`config.mk`:
```
export PLATFORM = sky130hd
export DESIGN_NAME = fh_framer_tx_flat
export DESIGN_NICKNAME = d
export VERILOG_FILES = /design/src/fh_pkg.sv /design/src/fh_link_if.sv /design/src/fh_framer_tx.sv /design/src/flat_wrapper.sv
export SDC_FILE = /design/constraint.sdc
export NUM_CORES = 1
export LEC_CHECK = 0
export BUFFER_PORTS_ARGS = -buffer_cell sky130_fd_sc_hd__buf_2
export CAP_MARGIN = 10
export CORE_ASPECT_RATIO = 0.5
export CORE_MARGIN = 2
export CORE_UTILIZATION = 35
export CTS_BUF_LIST = sky130_fd_sc_hd__clkbuf_8
export DETAILED_ROUTE_END_ITERATION = 10
export SYNTH_ARGS = -nofsm -noshare
export SYNTH_HDL_FRONTEND = slang
export SYNTH_SLANG_ARGS = --single-unit
export TNS_END_PERCENT = 5
```
`constraint.sdc`:
```
create_clock -name mclk_i -period 14.61 [get_ports mclk_i]
set_clock_uncertainty 0.15 [all_clocks]
set_input_delay 1.461 -clock mclk_i [delete_from_list [all_inputs] [get_ports mclk_i]]
set_output_delay 1.461 -clock mclk_i [all_outputs]
set_load 0.1 [all_outputs]
```
`src/fh_pkg.sv`:
```
// Shared constants for the fronthaul framer and reassembler
package fh_pkg;
	// Field widths on the link
	localparam int BYTE_W = 8; // Payload byte
	localparam int SEQ_W = 8; // Message sequence number
	localparam int SUB_W = 7; // Fragment sequence number
	localparam int AC_W = 16; // Antenna-carrier identifier
	localparam int SECT_W = 12; // Section tag
	localparam int BLK_W = 10; // Block index and count
	localparam int TAG_W = 16; // Transport identifier
	localparam int KIND_W = 2; // Transport identifier kind
	// Frame sizing
	localparam int ETH_PAYLOAD = 1500; // Standard frame payload bytes
	localparam int TRANSPORT_OVH = 8; // Transport overhead bytes
	localparam logic [15:0] MTU_RESET = 16'h05dc; // Network MTU after reset
	// Register byte offsets
	localparam logic [7:0] REG_CTRL = 8'h00;
	localparam logic [7:0] REG_MTU = 8'h04;
	localparam logic [7:0] REG_STATUS = 8'h08;
	localparam logic [7:0] REG_TAG_BASE = 8'h10;
	// Control fields
	localparam int CTRL_TRANSPORT_BIT = 0; // 1: transport fragmentation
	localparam int CTRL_KIND_LSB = 1; // Identifier kind, two bits
	localparam logic [31:0] CTRL_RESET = 32'h0000_0000;
	// Status fields
	localparam int STATUS_COUNT_LSB = 0; // Messages finished, 16 bits
	localparam int STATUS_BUSY_BIT = 16; // Message in progress
	// Kind of transport identifier used to separate flows
	typedef enum logic [KIND_W-1:0] {
		TAG_VLAN = 2'h0,
		TAG_MAC = 2'h1,
		TAG_ETHERTYPE = 2'h2,
		TAG_UDP = 2'h3
	} tag_kind_e;
endpackage

```
`src/fh_link_if.sv`:
```
// Packet link between the framer and the reassembler
`timescale 1ns/1ps
interface fh_link_if;
	logic valid; // Byte present
	logic ready; // Byte taken
	logic [fh_pkg::BYTE_W-1:0] data; // Payload byte
	logic last; // Last byte of a packet; header fields valid here
	logic plane; // 0 user, 1 control
	logic [fh_pkg::AC_W-1:0] antenna_carrier_id;
	logic [fh_pkg::SEQ_W-1:0] message_sequence_number;
	logic last_fragment; // Final packet of the message
	logic [fh_pkg::SUB_W-1:0] fragment_sequence_number;
	logic [fh_pkg::SECT_W-1:0] section_tag;
	logic [fh_pkg::BLK_W-1:0] first_block_index;
	logic [fh_pkg::BLK_W-1:0] block_count;
	logic [fh_pkg::TAG_W-1:0] flow_tag; // Transport identifier value
	logic [fh_pkg::KIND_W-1:0] tag_kind; // Which identifier it is
	// Framer end
	modport tx (output valid, data, last, plane, antenna_carrier_id, message_sequence_number,
		last_fragment, fragment_sequence_number, section_tag, first_block_index,
		block_count, flow_tag, tag_kind, input ready);
	// Reassembler end
	modport rx (input valid, data, last, plane, antenna_carrier_id, message_sequence_number,
		last_fragment, fragment_sequence_number, section_tag, first_block_index,
		block_count, flow_tag, tag_kind, output ready);
endinterface

```
`src/fh_framer_tx.sv`:
```
// Framer end: flow tagging, sequence numbering and fragmentation
`timescale 1ns/1ps
module fh_framer_tx #(
	parameter int NUM_FLOWS = 16, // Flows with their own counter and tag
	parameter int BLOCK_BYTES = 48 // Bytes in one resource block group unit
) (
	input wire logic mclk_i,
	input wire logic rst_n_i,
	input wire logic [7:0] avs_address_i,
	input wire logic avs_read_i,
	input wire logic avs_write_i,
	input wire logic [31:0] avs_writedata_i,
	input wire logic [3:0] avs_byteenable_i,
	output logic [31:0] avs_readdata_o,
	output logic avs_waitrequest_o,
	input wire logic msg_valid_i,
	output logic msg_ready_o,
	input wire logic [fh_pkg::BYTE_W-1:0] msg_data_i,
	input wire logic msg_last_i,
	input wire logic msg_plane_i,
	input wire logic [fh_pkg::AC_W-1:0] antenna_carrier_id_i,
	input wire logic [fh_pkg::SECT_W-1:0] section_tag_i,
	input wire logic [fh_pkg::BLK_W-1:0] first_block_index_i,
	fh_link_if.tx link
);
	localparam int FI_W = $clog2(NUM_FLOWS); // Flow index width
	localparam logic [15:0] MTU_MIN = 16'(fh_pkg::TRANSPORT_OVH + BLOCK_BYTES);
	localparam logic [15:0] BLK_LAST = 16'(BLOCK_BYTES - 1);
	localparam logic [7:0] TAG_END = 8'(32'(fh_pkg::REG_TAG_BASE) + 4 * NUM_FLOWS);

	// Refuse sizes the address map or counters cannot hold
	generate
		if (NUM_FLOWS < 2 || NUM_FLOWS > 32 || (1 << FI_W) != NUM_FLOWS ||
			BLOCK_BYTES < 1 || BLOCK_BYTES > 1024) begin : g_bad_param
			$error("fh_framer_tx: unsupported NUM_FLOWS or BLOCK_BYTES");
		end
	endgenerate

	// Merge write data into a register by byte lanes
	function automatic logic [31:0] be_merge(input logic [31:0] old_v, input logic [31:0] new_v,
		input logic [3:0] be);
		logic [31:0] r;
		r = old_v;
		for (int i = 0; i < 4; i++) begin
			if (be[i]) begin
				r[8*i +: 8] = new_v[8*i +: 8];
			end
		end
		return r;
	endfunction

	logic [31:0] ctrl; // Mode and identifier kind
	logic [15:0] net_mtu; // Network MTU in bytes
	logic [fh_pkg::TAG_W-1:0] tag_tbl [NUM_FLOWS]; // Identifier per flow
	logic [fh_pkg::SEQ_W-1:0] seq_mem [2*NUM_FLOWS]; // Counter per flow and plane
	logic [15:0] frag_bytes; // Bytes so far in this packet
	logic [15:0] blk_byte; // Byte position inside current block
	logic [15:0] piece_blocks; // Whole blocks so far in this piece
	logic [15:0] rel_block; // First block of this piece, from section start
	logic [fh_pkg::SUB_W-1:0] sub_cnt; // Next fragment number
	logic [15:0] msg_count; // Finished messages
	logic in_msg; // A message is in progress
	logic rd_ack; // Read answer cycle

	// Register decode
	wire is_ctrl = avs_address_i == fh_pkg::REG_CTRL;
	wire is_mtu = avs_address_i == fh_pkg::REG_MTU;
	wire is_status = avs_address_i == fh_pkg::REG_STATUS;
	wire is_tag = avs_address_i >= fh_pkg::REG_TAG_BASE && avs_address_i < TAG_END &&
		avs_address_i[1:0] == 2'h0;
	wire [7:0] tag_off = avs_address_i - fh_pkg::REG_TAG_BASE;
	wire [FI_W-1:0] tag_idx = tag_off[FI_W+1:2];
	wire [31:0] mtu_new = be_merge({16'h0000, net_mtu}, avs_writedata_i, avs_byteenable_i);
	// Tag write merged by byte lanes, low half kept
	wire [31:0] tag_new = be_merge({16'h0000, tag_tbl[tag_idx]}, avs_writedata_i,
		avs_byteenable_i);
	wire [31:0] status_v = {15'h0000, in_msg, msg_count};
	wire [31:0] rd_val = is_ctrl ? ctrl : is_mtu ? {16'h0000, net_mtu} :
		is_status ? status_v : is_tag ? {16'h0000, tag_tbl[tag_idx]} : 32'h0000_0000;

	// Reads wait one cycle, writes none
	assign avs_waitrequest_o = avs_read_i & ~rd_ack;

	// Byte path and sizing
	wire tr_mode = ctrl[fh_pkg::CTRL_TRANSPORT_BIT];
	wire [15:0] limit = net_mtu - 16'(fh_pkg::TRANSPORT_OVH);
	wire [15:0] max_blk = limit / 16'(BLOCK_BYTES);
	wire [FI_W-1:0] flow = antenna_carrier_id_i[FI_W-1:0];
	wire [FI_W:0] idx = {msg_plane_i, flow};
	assign msg_ready_o = ~link.valid | link.ready;
	wire acc = msg_valid_i & msg_ready_o;
	wire blk_done = blk_byte == BLK_LAST;
	wire frag_end = (frag_bytes == limit - 16'h0001) | msg_last_i;
	wire piece_end = (blk_done & (piece_blocks + 16'h0001 == max_blk)) | msg_last_i;
	wire pkt_end = tr_mode ? frag_end : piece_end;
	wire msg_done = tr_mode ? msg_last_i : pkt_end;
	wire [15:0] piece_len = piece_blocks + 16'h0001;

	// Register writes
	always_ff @(posedge mclk_i) begin
		if (!rst_n_i) begin
			ctrl <= fh_pkg::CTRL_RESET;
			net_mtu <= fh_pkg::MTU_RESET;
			for (int i = 0; i < NUM_FLOWS; i++) begin
				tag_tbl[i] <= 16'h0000;
			end
		end else if (avs_write_i) begin
			if (is_ctrl) begin
				ctrl <= be_merge(ctrl, avs_writedata_i, avs_byteenable_i) & 32'h0000_0007;
			end
			// Too small an MTU is ignored so a block always fits
			if (is_mtu && mtu_new[15:0] >= MTU_MIN) begin
				net_mtu <= mtu_new[15:0];
			end
			if (is_tag) begin
				tag_tbl[tag_idx] <= tag_new[15:0];
			end
		end
	end

	// Read answer
	always_ff @(posedge mclk_i) begin
		if (!rst_n_i) begin
			rd_ack <= 1'b0;
			avs_readdata_o <= 32'h0000_0000;
		end else begin
			rd_ack <= avs_read_i & ~rd_ack;
			if (avs_read_i & ~rd_ack) begin
				avs_readdata_o <= rd_val;
			end
		end
	end

	// Sequence counters, wrap after 255
	always_ff @(posedge mclk_i) begin
		if (!rst_n_i) begin
			for (int i = 0; i < 2 * NUM_FLOWS; i++) begin
				seq_mem[i] <= 8'h00;
			end
		end else if (acc && msg_done) begin
			seq_mem[idx] <= seq_mem[idx] + 8'h01;
		end
	end

	// Packet and block position counters
	always_ff @(posedge mclk_i) begin
		if (!rst_n_i) begin
			frag_bytes <= 16'h0000;
			blk_byte <= 16'h0000;
			piece_blocks <= 16'h0000;
			rel_block <= 16'h0000;
			sub_cnt <= 7'h00;
		end else if (acc) begin
			frag_bytes <= pkt_end ? 16'h0000 : frag_bytes + 16'h0001;
			blk_byte <= (blk_done | msg_last_i) ? 16'h0000 : blk_byte + 16'h0001;
			piece_blocks <= pkt_end ? 16'h0000 : piece_blocks + {15'h0000, blk_done};
			// Next piece starts after the blocks just sent
			if (msg_last_i) begin
				rel_block <= 16'h0000;
			end else if (!tr_mode && pkt_end) begin
				rel_block <= rel_block + piece_len;
			end
			// First fragment zero, then one more each
			if (msg_last_i) begin
				sub_cnt <= 7'h00;
			end else if (tr_mode && pkt_end) begin
				sub_cnt <= sub_cnt + 7'h01;
			end
		end
	end

	// Message status
	always_ff @(posedge mclk_i) begin
		if (!rst_n_i) begin
			in_msg <= 1'b0;
			msg_count <= 16'h0000;
		end else if (acc) begin
			in_msg <= ~msg_last_i;
			msg_count <= msg_count + {15'h0000, msg_done};
		end
	end

	// Link handshake
	always_ff @(posedge mclk_i) begin
		if (!rst_n_i) begin
			link.valid <= 1'b0;
		end else if (acc) begin
			link.valid <= 1'b1;
		end else if (link.ready) begin
			link.valid <= 1'b0;
		end
	end

	// Link byte and header fields
	always_ff @(posedge mclk_i) begin
		if (!rst_n_i) begin
			link.data <= 8'h00;
			link.last <= 1'b0;
			link.plane <= 1'b0;
			link.antenna_carrier_id <= 16'h0000;
			link.message_sequence_number <= 8'h00;
			link.last_fragment <= 1'b0;
			link.fragment_sequence_number <= 7'h00;
			link.section_tag <= 12'h000;
			link.first_block_index <= 10'h000;
			link.block_count <= 10'h000;
			link.flow_tag <= 16'h0000;
			link.tag_kind <= fh_pkg::TAG_VLAN;
		end else if (acc) begin
			link.data <= msg_data_i;
			link.last <= pkt_end;
			link.plane <= msg_plane_i;
			link.antenna_carrier_id <= antenna_carrier_id_i;
			link.message_sequence_number <= seq_mem[idx];
			link.last_fragment <= tr_mode ? msg_last_i : 1'b1;
			link.fragment_sequence_number <= tr_mode ? sub_cnt : 7'h00;
			link.section_tag <= section_tag_i;
			link.first_block_index <= first_block_index_i + rel_block[9:0];
			link.block_count <= piece_len[9:0];
			link.flow_tag <= tag_tbl[flow];
			link.tag_kind <= ctrl[fh_pkg::CTRL_KIND_LSB +: 2];
		end
	end
endmodule // fh_framer_tx

```
`src/flat_wrapper.sv`:
```
// flat-port wrapper written by rule: the top's interface ports become plain ports
module fh_framer_tx_flat 
#(
	parameter int NUM_FLOWS = 16,                                        
	parameter int BLOCK_BYTES = 48                                          
)
  (mclk_i, rst_n_i, avs_address_i, avs_read_i, avs_write_i, avs_writedata_i, avs_byteenable_i, avs_readdata_o, avs_waitrequest_o, msg_valid_i, msg_ready_o, msg_data_i, msg_last_i, msg_plane_i, antenna_carrier_id_i, section_tag_i, first_block_index_i, link_valid, link_data, link_last, link_plane, link_antenna_carrier_id, link_message_sequence_number, link_last_fragment, link_fragment_sequence_number, link_section_tag, link_first_block_index, link_block_count, link_flow_tag, link_tag_kind, link_ready);
  fh_link_if link_i ();
  input wire logic mclk_i;
  input wire logic rst_n_i;
  input wire logic [7:0] avs_address_i;
  input wire logic avs_read_i;
  input wire logic avs_write_i;
  input wire logic [31:0] avs_writedata_i;
  input wire logic [3:0] avs_byteenable_i;
  output logic [31:0] avs_readdata_o;
  output logic avs_waitrequest_o;
  input wire logic msg_valid_i;
  output logic msg_ready_o;
  input wire logic [fh_pkg::BYTE_W-1:0] msg_data_i;
  input wire logic msg_last_i;
  input wire logic msg_plane_i;
  input wire logic [fh_pkg::AC_W-1:0] antenna_carrier_id_i;
  input wire logic [fh_pkg::SECT_W-1:0] section_tag_i;
  input wire logic [fh_pkg::BLK_W-1:0] first_block_index_i;
  output wire logic [$bits(link_i.valid)-1:0] link_valid;
  output wire logic [$bits(link_i.data)-1:0] link_data;
  output wire logic [$bits(link_i.last)-1:0] link_last;
  output wire logic [$bits(link_i.plane)-1:0] link_plane;
  output wire logic [$bits(link_i.antenna_carrier_id)-1:0] link_antenna_carrier_id;
  output wire logic [$bits(link_i.message_sequence_number)-1:0] link_message_sequence_number;
  output wire logic [$bits(link_i.last_fragment)-1:0] link_last_fragment;
  output wire logic [$bits(link_i.fragment_sequence_number)-1:0] link_fragment_sequence_number;
  output wire logic [$bits(link_i.section_tag)-1:0] link_section_tag;
  output wire logic [$bits(link_i.first_block_index)-1:0] link_first_block_index;
  output wire logic [$bits(link_i.block_count)-1:0] link_block_count;
  output wire logic [$bits(link_i.flow_tag)-1:0] link_flow_tag;
  output wire logic [$bits(link_i.tag_kind)-1:0] link_tag_kind;
  input wire logic [$bits(link_i.ready)-1:0] link_ready;
  assign link_valid = link_i.valid;
  assign link_data = link_i.data;
  assign link_last = link_i.last;
  assign link_plane = link_i.plane;
  assign link_antenna_carrier_id = link_i.antenna_carrier_id;
  assign link_message_sequence_number = link_i.message_sequence_number;
  assign link_last_fragment = link_i.last_fragment;
  assign link_fragment_sequence_number = link_i.fragment_sequence_number;
  assign link_section_tag = link_i.section_tag;
  assign link_first_block_index = link_i.first_block_index;
  assign link_block_count = link_i.block_count;
  assign link_flow_tag = link_i.flow_tag;
  assign link_tag_kind = link_i.tag_kind;
  assign link_i.ready = link_ready;
  fh_framer_tx #(.NUM_FLOWS(NUM_FLOWS), .BLOCK_BYTES(BLOCK_BYTES)) u_core (.mclk_i(mclk_i), .rst_n_i(rst_n_i), .avs_address_i(avs_address_i), .avs_read_i(avs_read_i), .avs_write_i(avs_write_i), .avs_writedata_i(avs_writedata_i), .avs_byteenable_i(avs_byteenable_i), .avs_readdata_o(avs_readdata_o), .avs_waitrequest_o(avs_waitrequest_o), .msg_valid_i(msg_valid_i), .msg_ready_o(msg_ready_o), .msg_data_i(msg_data_i), .msg_last_i(msg_last_i), .msg_plane_i(msg_plane_i), .antenna_carrier_id_i(antenna_carrier_id_i), .section_tag_i(section_tag_i), .first_block_index_i(first_block_index_i), .link(link_i));
endmodule
```
# After elaboration in Yosys (flattened, before gate mapping)
# Memory sizes are Yosys's and may differ from the RTL's. A register that Yosys moved wholly into a read port is not among the register bits.
# Cells that the tools add are included.
[totals]
register_bits = 217
ram_bits = 512
out_inout_bits = 127
word_cells = 110
n_memories = 2
[mem_list]
columns = ["memory", "words", "width", "read_ports", "rd_clocked_by_memory_dff", "write_ports", "line_no", "text"]
rows = [
  ["u_core.seq_mem", 32, 8, 1, 0, 32, "fh_framer_tx.sv:55", "logic [fh_pkg::SEQ_W-1:0] seq_mem [2*NUM_FLOWS];"],
  ["u_core.tag_tbl", 16, 16, 2, 1, 16, "fh_framer_tx.sv:54", "logic [fh_pkg::TAG_W-1:0] tag_tbl [NUM_FLOWS];"],
]
[classes]
n_addsub = 12
div = 1
order_cmp = 3
eq_ne = 5
n_mux = 35
n_bitwise = 10
n_reduce_logical = 19
[ops]
columns = ["op", "count"]
rows = [
  ["16-bit two-way mux", 7],
  ["32-bit two-way mux", 3],
  ["16-bit by 1-bit adder with 16-bit output (second input constant)", 3],
  ["8-bit two-way mux", 5],
  ["16-bit by 1-bit adder with 16-bit output", 2],
  ["16-bit == test", 2],
  ["7-bit two-way mux", 3],
  ["16-bit adder", 1],
  ["16-bit by 6-bit divider with 16-bit output (second input constant)", 1],
  ["16-bit by 6-bit == test with 1-bit output (second input constant)", 1],
  ["16-bit by 6-bit greater-or-equal comparator with 1-bit output (second input constant)", 1],
  ["16-bit OR reduction", 1],
  ["16-bit by 1-bit subtractor with 16-bit output (second input constant)", 1],
  ["16-bit by 4-bit subtractor with 16-bit output (second input constant)", 1],
  ["1-bit two-way mux", 15],
  ["10-bit adder", 1],
  ["8-bit by 1-bit adder with 8-bit output (second input constant)", 1],
  ["8-bit by 3-bit == test with 1-bit output (second input constant)", 1],
  ["8-bit by 4-bit == test with 1-bit output (second input constant)", 1],
  ["8-bit by 5-bit greater-or-equal comparator with 1-bit output (second input constant)", 1],
  ["8-bit logical NOT", 1],
  ["8-bit by 7-bit < comparator with 1-bit output (second input constant)", 1],
  ["8-bit OR reduction", 1],
  ["7-bit by 1-bit adder with 7-bit output (second input constant)", 1],
  ["other kinds (12)", 29],
]

# Longest topological paths before layout
# Gate-level depths: netlist of the first run.
[depth]
word_depth = 13
ltp_mapped = 29

# Worst setup path before layout of the first run
# Ideal clock, no wire load.
[synth_path]
kind = "reg2reg"
start = "register u_core.net_mtu[3]"
end = "register u_core.msg_count[15]"
setup_ps = 128
arrival_time_ps = 5623
t_required_ps = 14332
slack_ps = 8709
path_stages_with_launch = 28
period_less_slack_ps = 5901
cell_sequence = "dfxtp_1 -> clkbuf_1 -> inv_1 -> ha_1 -> or3b_2 -> clkbuf_1 -> o41ai_4 -> nand2_4 -> mux2i_4 -> a22oi_4 -> nand3_1 -> or4_4 -> and3_4 -> a21o_1 -> a2111oi_4 -> o221a_1 -> buf_4 -> nor2_2 -> buf_6 -> buf_6 -> inv_1 -> ha_1 -> nand3_1 -> nor2_1 -> and4_1 -> nand3_1 -> xor2_1 -> nor2_1"
[synth_between]
elab_chain_len = 8
[synth_lines]
columns = ["element", "line_no", "text"]
rows = [
  ["start: declaration", "fh_framer_tx.sv:53", "logic [15:0] net_mtu;"],
  ["start signal: assignment", "fh_framer_tx.sv:103", "net_mtu <= fh_pkg::MTU_RESET;"],
  ["start signal: assignment", "fh_framer_tx.sv:113", "net_mtu <= mtu_new[15:0];"],
  ["16-bit by 4-bit subtractor with 16-bit output *", "fh_framer_tx.sv:86", "wire [15:0] limit = net_mtu - 16'(fh_pkg::TRANSPORT_OVH);"],
  ["16-bit by 6-bit divider with 16-bit output", "fh_framer_tx.sv:87", "wire [15:0] max_blk = limit / 16'(BLOCK_BYTES);"],
  ["16-bit == test", "fh_framer_tx.sv:94", "wire piece_end = (blk_done & (piece_blocks + 16'h0001 == max_blk)) | msg_last_i;"],
  ["1-bit bitwise AND", "fh_framer_tx.sv:94", ""],
  ["1-bit OR", "fh_framer_tx.sv:94", ""],
  ["1-bit two-way mux *", "fh_framer_tx.sv:95", "wire pkt_end = tr_mode ? frag_end : piece_end;"],
  ["1-bit two-way mux *", "fh_framer_tx.sv:96", "wire msg_done = tr_mode ? msg_last_i : pkt_end;"],
  ["16-bit by 1-bit adder with 16-bit output *", "fh_framer_tx.sv:179", "msg_count <= msg_count + {15'h0000, msg_done};"],
  ["end signal: assignment", "fh_framer_tx.sv:179", ""],
  ["end: declaration", "fh_framer_tx.sv:61", "logic [15:0] msg_count;"],
]
# Every way passes the cells marked *; elsewhere a longest branch is shown, timed or not.
# A chain may end at the register's enable or synchronous reset.

==> Flow_metrics.wiki, run 1 <==
{| class="wikitable"
! Metric !! Value
|-
| Max VDD drop || 0.0695 mV
|-
| Footprint of the multi-input gates || 15700 µm²
|-
| Final Total Pwr || 0.00449 W
|-
| Finished Layout Cells || 4777
|-
| Switching portion of total power || 28.0%
|-
| Wire length after detailed routing || 108000 µm
|-
| Total die area || 107000 µm²
|-
| Clock slew at the register clock pins of the worst setup and hold paths || 0.07 ns
|-
| DR vias || 26700
|-
| Total setup violations reported at the end of the flow || 0
|-
| Die width || 460 µm
|-
| Power density over the cells || 110 nW/µm²
|-
| Total placed cells including tap cells || 4577
|-
| Initial antenna violation count || 2
|-
| Number of enable flip-flop cells after synthesis || 512
|-
| Initial cell density of the core || 35.4%
|-
| Register area share after synthesis || 53.8%
|-
| Estimated wirelength of the detail-placed design || 67100 µm
|-
| Total count of max-transition violations in the final report || 0
|-
| Class of the tightest hold or removal check || reg2reg
|-
| Largest fanout on the critical path || 88
|-
| Number of H-tree levels || 3
|-
| Number of global-route vias before repair || 25700
|-
| Share of total power in sequential cells || 50.9%
|-
| P&R area growth vs syn || 12.4%
|-
| Number of gates resized after cts || 0
|-
| Most used DFF post-synth || edfxtp_1
|-
| Wire length of the first global-routing pass || 160000 µm
|-
| Layout cells sized above 1 || 21.7%
|-
| Part of the total power dissipated in combinational logic || 12.7%
|-
| Combined area of all synthesized cells || 36400 µm²
|-
| Count of synthesis-stage warnings from yosys || 0
|-
| Most used cells in the layout excluding fill and tap cells || nor2_1, edfxtp_1, nand2_1, mux4_2, dfxtp_1
|-
| Root Buffer Master || clkbuf_8
|-
| Fin util || 39.8%
|-
| WL per Instance || 22.6 µm
|-
| GRT Util Overall || 19.7%
|-
| Clock tree sinks || 724
|-
| Clock buffers created by TritonCTS || 110
|-
| Remaining global-route overflow || 0
|-
| Worst slew margin relative to its limit || 15.0%
|-
| Leakage power || 14.4 nW
|-
| Async set-or-reset flop fraction in the synthesized netlist || 0%
|-
| # fillers || 9844
|-
| Synth Area per Inst || 11.6 µm²
|-
| Signal arrival time at the worst endpoint || 7.61 ns
|-
| RSZ-0062 raised after global routing || no
|-
| Chip Height || 232 µm
|-
| Post-route setup TNS || 0 ns
|-
| Count of max-cap constraint violations || 0
|-
| First-pass iteration count of the detailed router || 8
|-
| DRC violations left || 0
|-
| FMAX || 0.137 GHz
|-
| Clk Latency, worst-skew pair || 0.76 ns
|-
| Net switching power || 0.00126 W
|-
| Commonest non-fill, non-tap cell in the layout || nor2_1
|-
| Final clock period utilization by the worst path || 50.0%
|-
| Pin count of the biggest net entering global routing || 98
|-
| Post-DRT Antenna Nets || 0
|-
| P_int || 0.00323 W
|-
| WP data required || 14.91 ns
|-
| Count of boundary I/O pins || 225
|-
| Status || finished, final reports clean
|-
| Final hold slack || 0.298 ns
|-
| Nature of the critical path endpoint || flip-flop
|-
| Crit Path Class || reg2reg
|-
| Final Hold Viols || 0
|-
| Via density || 5.58
|-
| Maximum clock insertion buffer count || 3
|-
| TritonCTS clock tree || done
|-
| Count of input and output buffers || 191
|-
| CP startpoint kind || flip-flop
|-
| Quantity of hold-fixing buffers added after cts || 0
|-
| Nets || 3425
|-
| Initial detailed-routing violation count || 2967
|-
| Post-synthesis instance total || 3154
|-
| Placer Congestion || 0.874
|-
| Total number of placement rows || 83
|-
| Core Box Area || 103000 µm²
|-
| Library cells used by synthesis || 92
|-
| Register bit count reported by yosys || 724
|-
| Slew at the pin with the worst max-slew slack || 1.27 ns
|-
| Sequential standard cell area || 19600 µm²
|-
| Number of post-CTS setup repair buffers || 0
|-
| Shortest period the worst path allows || 7.31 ns
|-
| Clock group share of total power || 36.4%
|}
-- Yosys cell counts (all sizes together), types with 7 or more instances --
master	count	area share, %
nor2	624	6.4
edfxtp	512	42
nand2	269	2.8
mux4	221	14
dfxtp	212	12
clkbuf	198	2.0
a21oi	143	2.0
buf	78	1.1
nand3	77	1.1
nor4	72	1.3
xnor2	70	1.7
nor3	61	0.84
xor2	56	1.3
mux2i	45	1.3
or2	43	0.74
inv	41	0.42
o21ai	40	0.57
nand4	39	0.67
ha	37	1.3
a22oi	35	0.76
o31ai	34	0.70
and3	22	0.39
a211oi	19	0.39
and2	18	0.31
or3	18	0.31
a222oi	16	0.44
o211ai	16	0.34
and4	13	0.31
o21bai	10	0.21
nor2b	9	0.15
a31oi	7	0.14
nand2b	7	0.12
-- registers in the layout, summed over array words and instances (netlist names), 2 cells and up --
register / flops
u_core.seq_mem: 256
u_core.tag_tbl: 256
u_core.avs_readdata_o: 17
u_core.blk_byte: 16
u_core.frag_bytes: 16
u_core.link.antenna_carrier_id: 16
u_core.link.flow_tag: 16
u_core.msg_count: 16
u_core.net_mtu: 16
u_core.piece_blocks: 16
u_core.link.section_tag: 12
u_core.link.block_count: 10
u_core.link.first_block_index: 10
u_core.rel_block: 10
u_core.link.data: 8
u_core.link.message_sequence_number: 8
u_core.link.fragment_sequence_number: 7
u_core.sub_cnt: 7
u_core.ctrl: 3
u_core.link.tag_kind: 2
-- worst max-delay path: stages, from the launching register on --
cell	delay (ns)
dfxtp_1	0.53
or4_4	0.70
nor4_1	0.49
or2_1	0.75
a32oi_1	0.29
a32oi_2	0.29
o21a_1	0.34
mux2_2	0.42
and3_4	0.18
a21o_1	0.19
a2111oi_4	0.41
o221a_1	0.57
nor2_4	0.06
buf_4	0.37
o31ai_1	0.90
buf_4	0.28
-- routing by layer --
| metal | track usage (%) | up-vias | share of wire, % |
|---|---|---|---|
| met3 | 3.10 | 227 | 7.6 |
| li1 | - | 11900 | - |
| met2 | 32.8 | 1148 | 49 |
| met4 | 6.53 | 0 | 3.1 |
| met5 | 0 | - | 0 |
| met1 | 26.3 | 13400 | 41 |
-- final timing paths --
path / start / cells after the start / to / slack, ns
min: u_core.link.first_block_index[3]$_SDFFE_PN0P_ / 2 / u_core.link.first_block_index[3]$_SDFFE_PN0P_ / 0.30
max reg2reg: u_core.net_mtu[7]$_SDFFE_PN1P_ / 15 / u_core.seq_mem[27][5]$_SDFFCE_PN0P_ / 7.30
max: u_core.net_mtu[7]$_SDFFE_PN1P_ / 15 / u_core.seq_mem[27][5]$_SDFFCE_PN0P_ / 7.30
min reg2reg: u_core.link.first_block_index[3]$_SDFFE_PN0P_ / 2 / u_core.link.first_block_index[3]$_SDFFE_PN0P_ / 0.30
-- area by class of cell --
cell class                 instances  share of cell area, %
sequential                       724                   47.9
multi-input combinational       2126                   38.2
tap                             1402                   4.28
clock buffer                     125                   4.20
timing repair buffer             284                   4.09
clock inverter                    73                  0.922
inverter                          42                  0.397
antenna                            1                0.00611
-- stage by stage --
stage,instance area [µm²],worst slack [ns]
finish,41000,7.30
global route,41000,7.01
CTS,41000,7.39
detailed placement,38900,7.45
global placement,38900,7.58
floorplan,36500,8.71
-- power groups by stage --
stage,clock network [W],registers [W],logic (W)
finish,0.00163,0.00229,0.000570
global route,0.00175,0.00229,0.000595
CTS,0.00166,0.00229,0.000569
detailed placement,0,0.00233,0.000568
global placement,0,0.00232,0.000564
floorplan,0,0.00243,0.000289
-- cells by family (layout without fill, tap and decap cells) --
logic type	after synthesis	in the layout	share of synthesized area, %
fa+ha+maj	40	40	1.41
xor+xnor	126	126	3.03
buf+inv	318	524	3.62
other cells	1	16	0.0103
compound gates	383	383	7.21
simple gates	1294	1294	15.9
mux	268	268	15.0
flops	724	724	53.8
Note: power is estimated with default switching activity, not from simulation.
==> run 2: changes to the inputs <==
--- a/config.mk
+++ b/config.mk
@@ -5,6 +5,7 @@
 export SDC_FILE = /design/constraint.sdc
 export NUM_CORES = 1
 export LEC_CHECK = 0
+export ABC_AREA = 1
 export BUFFER_PORTS_ARGS = -buffer_cell sky130_fd_sc_hd__buf_2
 export CAP_MARGIN = 10
 export CORE_ASPECT_RATIO = 0.5
==> constraint.sdc (replaced) <==
create_clock -name mclk_i -period 6.6 [get_ports mclk_i]
set_clock_uncertainty 0.15 [all_clocks]
set_input_delay 0.66 -clock mclk_i [delete_from_list [all_inputs] [get_ports mclk_i]]
set_output_delay 0.66 -clock mclk_i [all_outputs]
set_load 0.1 [all_outputs]
==> run 2 against run 1 <==
- final area is 0.43% higher
- routed wire length grew 4.3%
- die area is 1.4% lower
- hold slack got worse by 0.17 ns
- combinational power grew to 2.6 times the previous value
- sequential share of layout area down 0.20 points
- flip-flop and latch count unchanged
- critical path type unchanged
- largest power group unchanged
- highest routed layer is now met5
==> Flow_metrics.wiki, run 2 <==
{| class="wikitable"
! Metric !! Value
|-
| Pin count of the biggest net entering global routing || 111 (+13%)
|-
| Final clock period utilization by the worst path || 88.4% (+38 points)
|-
| # fillers || 10000 (+1.6%)
|-
| Count of input and output buffers || 191 (unchanged)
|-
| Largest cells by area after synthesis || edfxtp_1, dfxtp_1, nor2_1
|-
| Post-synthesis instance total || 3803 (+21%)
|-
| GRT Util Overall || 20.8% (+1.1 points)
|-
| Clk Latency, worst-skew pair || 0.78 ns (+0.02 ns)
|-
| Net switching power || 0.00316 W (+150%)
|-
| Via density || 5.41 (-3.1%)
|-
| Count of max-cap constraint violations || 0 (unchanged)
|-
| Number of enable flip-flop cells after synthesis || 512 (unchanged)
|-
| Crit path max-delay cell type || dfxtp_2
|-
| Layout cells sized above 1 || 19.1% (-2.6 points)
|-
| Max VDD drop || 0.129 mV (+86%)
|-
| Switching portion of total power || 30.6% (+2.6 points)
|-
| Top cell types by occurrence after synthesis || nor2_1, edfxtp_1, nand2_1, inv_1, nor2_2
|-
| Final Hold Viols || 0 (unchanged)
|-
| Power density over the cells || 251 nW/µm² (+130%)
|-
| Total count of max-transition violations in the final report || 0 (unchanged)
|-
| Dominant cell type by count on the critical path || nand2_1
|-
| Regs by FF count || u_core.seq_mem: 256 flops, u_core.tag_tbl: 256 flops, u_core.avs_readdata_o: 17 flops
|-
| P&R area growth vs syn || 14.6%
|-
| Nets || 4143 (+21%)
|-
| Number of H-tree levels || 3 (unchanged)
|-
| Maximum clock insertion buffer count || 3 (unchanged)
|-
| Clock tree sinks || 724 (unchanged)
|-
| Status || finished, final reports clean
|-
| Estimated wirelength of the detail-placed design || 71600 µm (+6.6%)
|-
| Most used cells in the layout excluding fill and tap cells || nor2_1, edfxtp_1, nand2_1, inv_1, nor2_2
|-
| Number of global-route vias before repair || 28300 (+10%)
|-
| Count of synthesis-stage warnings from yosys || 0 (unchanged)
|-
| First-pass iteration count of the detailed router || 5 (-3)
|-
| Cell taking the most area after synthesis || edfxtp_1
|-
| Final hold slack || 0.131 ns (-0.168 ns)
|-
| Total setup violations reported at the end of the flow || 0 (unchanged)
|-
| Async set-or-reset flop fraction in the synthesized netlist || 0% (unchanged)
|-
| Remaining global-route overflow || 0 (unchanged)
|-
| Slew at the pin with the worst max-slew slack || 1.06 ns (-0.213 ns)
|-
| Most common cell in the netlist || nor2_1
|-
| Placer Congestion || 0.873 (about the same)
|-
| Count of boundary I/O pins || 225 (unchanged)
|-
| Most used DFF post-synth || edfxtp_1
|-
| DP Area || 38500 µm² (-0.85%)
|-
| Top cell type's share of synthesized area || 42.8% (+0.63 points)
|-
| Initial cell density of the core || 35.1% (-0.27 points)
|-
| WL per Instance || 20.6 µm (-8.9%)
|-
| Combined area of all synthesized cells || 35900 µm² (-1.5%)
|-
| Initial detailed-routing violation count || 3092 (+4.2%)
|-
| Finished layout cell area || 41200 µm² (+0.43%)
|-
| Wire length of the first global-routing pass || 170000 µm (+6.5%)
|-
| Shortest period the worst path allows || 5.83 ns (-1.47 ns)
|-
| Nature of the critical path endpoint || flip-flop
|-
| Footprint of the multi-input gates || 14200 µm² (-9.0%)
|-
| Die width || 457 µm (-0.73%)
|-
| Largest fanout on the critical path || 6 (-93%)
|-
| Post-DRT Antenna Nets || 0 (unchanged)
|-
| Clock slew at the register clock pins of the worst setup and hold paths || 0.06 ns (about the same)
|-
| P_int || 0.00717 W (+120%)
|-
| Share of total power in sequential cells || 49.2% (-1.7 points)
|-
| Root Buffer Master || clkbuf_8
|-
| DRC violations left || 0 (unchanged)
|-
| Worst slew margin relative to its limit || 29.2% (+14 points)
|-
| Core Box Area || 102000 µm² (-0.71%)
|-
| DR vias || 29600 (+11%)
|-
| TritonCTS clock tree || done
|-
| WP data required || 7.14 ns (-7.77 ns)
|-
| FMAX || 0.171 GHz (+25%)
|-
| Clock buffers created by TritonCTS || 114 (+3.6%)
|-
| CP startpoint kind || flip-flop
|-
| Synth Area per Inst || 9.44 µm² (-18%)
|-
| Register area share after synthesis || 54.6% (+0.80 points)
|-
| Chip Height || 231 µm (-0.72%)
|-
| Post-route setup TNS || 0 ns (unchanged)
|-
| RSZ-0062 raised after global routing || no
|-
| Signal arrival time at the worst endpoint || 6.38 ns (-1.23 ns)
|-
| Leakage power || 15.4 nW (+7.3%)
|-
| Clock group share of total power || 36.1% (-0.3 points)
|-
| Wire length after detailed routing || 112000 µm (+4.3%)
|-
| Largest stage delay on the critical path || 0.36 ns (-0.54 ns)
|-
| Part of the total power dissipated in combinational logic || 14.6% (+1.9 points)
|-
| Register bit count reported by yosys || 724 (unchanged)
|-
| Sequential standard cell area || 19600 µm² (about the same)
|-
| Library cells used by synthesis || 63 (-32%)
|-
| Initial antenna violation count || 4 (+2)
|-
| Commonest non-fill, non-tap cell in the layout || nor2_1
|-
| Total die area || 105000 µm² (-1.4%)
|-
| Total number of placement rows || 83 (unchanged)
|-
| Crit Path Class || reg2reg
|-
| Class of the tightest hold or removal check || in2reg
|}
==> run 2: final timing paths <==
kind | startpoint | to | slack (ns) | depth (start not counted)
min | avs_write_i | u_core.net_mtu[2]$_SDFFE_PN1P_ | 0.13 | 3
max reg2reg | u_core.net_mtu[3]$_SDFFE_PN1P_ | u_core.msg_count[14]$_SDFFE_PN0P_ | 0.77 | 44
max | u_core.net_mtu[3]$_SDFFE_PN1P_ | u_core.msg_count[14]$_SDFFE_PN0P_ | 0.77 | 44
min reg2reg | u_core.msg_count[14]$_SDFFE_PN0P_ | u_core.msg_count[14]$_SDFFE_PN0P_ | 0.30 | 1
==> run 2: timing repair <==
action | 4_1_cts | 5_1_grt
setup buffers | 0 | 1
hold buffers | 35 | 0
gates resized for setup | 0 | 14
setup endpoints to repair | 0 | 4
hold endpoints to repair | 35 | 0
==> run 2: metrics by stage <==
stage / power, W / setup WS [ns] / instances / util, %
floorplan: 0.00617 / 1.06 / 3817 / -
global placement: 0.00664 / 0.647 / 5214 / 37.7
detailed placement: 0.00666 / 0.503 / 5214 / 37.7
CTS: 0.0104 / 0.480 / 5464 / 40.2
global route: 0.0107 / 0.0408 / 5469 / 40.3
finish: 0.0103 / 0.766 / 5469 / 40.3
==> run 2: logic make-up after synthesis <==
| kind of cell | count (synthesis) | share of synthesized area, % |
|---|---|---|
| other cells | 1 | 0.0104 |
| xor+xnor | 86 | 2.12 |
| simple gates | 1561 | 20.9 |
| compound gates | 816 | 14.5 |
| flops | 724 | 54.6 |
| buf+inv | 574 | 6.39 |
| mux | 2 | 0.0557 |
| fa+ha+maj | 39 | 1.40 |
==> run 2: power by group through the flow <==
stage               combinational, W  sequential, W  clock [W]
CTS                          0.00149        0.00509    0.00379
detailed placement           0.00148        0.00518          0
floorplan                   0.000704        0.00547          0
global route                 0.00159        0.00510    0.00399
finish                       0.00151        0.00509    0.00373
global placement             0.00146        0.00518          0
==> run 2: critical path, delay by kind of cell, from the launching register on <==
kind,cells,cell delay (ns)
AO/OA/AOI/OAI,3,0.41
XOR/XNOR,1,0.32
adder cells (fa/ha/maj),2,0.36
buffers and inverters,3,0.26
flip-flops,1,0.36
AND/OR/NAND/NOR,35,3.86
==> run 2: layout make-up <==
cell class	instances	share of cell area, %
Tap cell	1360	4.13
Sequential cell	724	47.7
Timing Repair Buffer	331	5.29
Clock inverter	94	1.29
Inverter	316	2.91
Clock buffer	121	4.05
Multi-Input combinational cell	2519	34.6
Antenna cell	4	0.0243
==> run 2: metal layers <==
layer / track usage, % / wire [µm] / up-vias
li1: - / - / 13700
met1: 27.4 / 46700 / 14300
met2: 33.2 / 51500 / 1302
met3: 3.90 / 9030 / 293
met4: 9.64 / 5180 / 2
met5: 0 / 8 / -
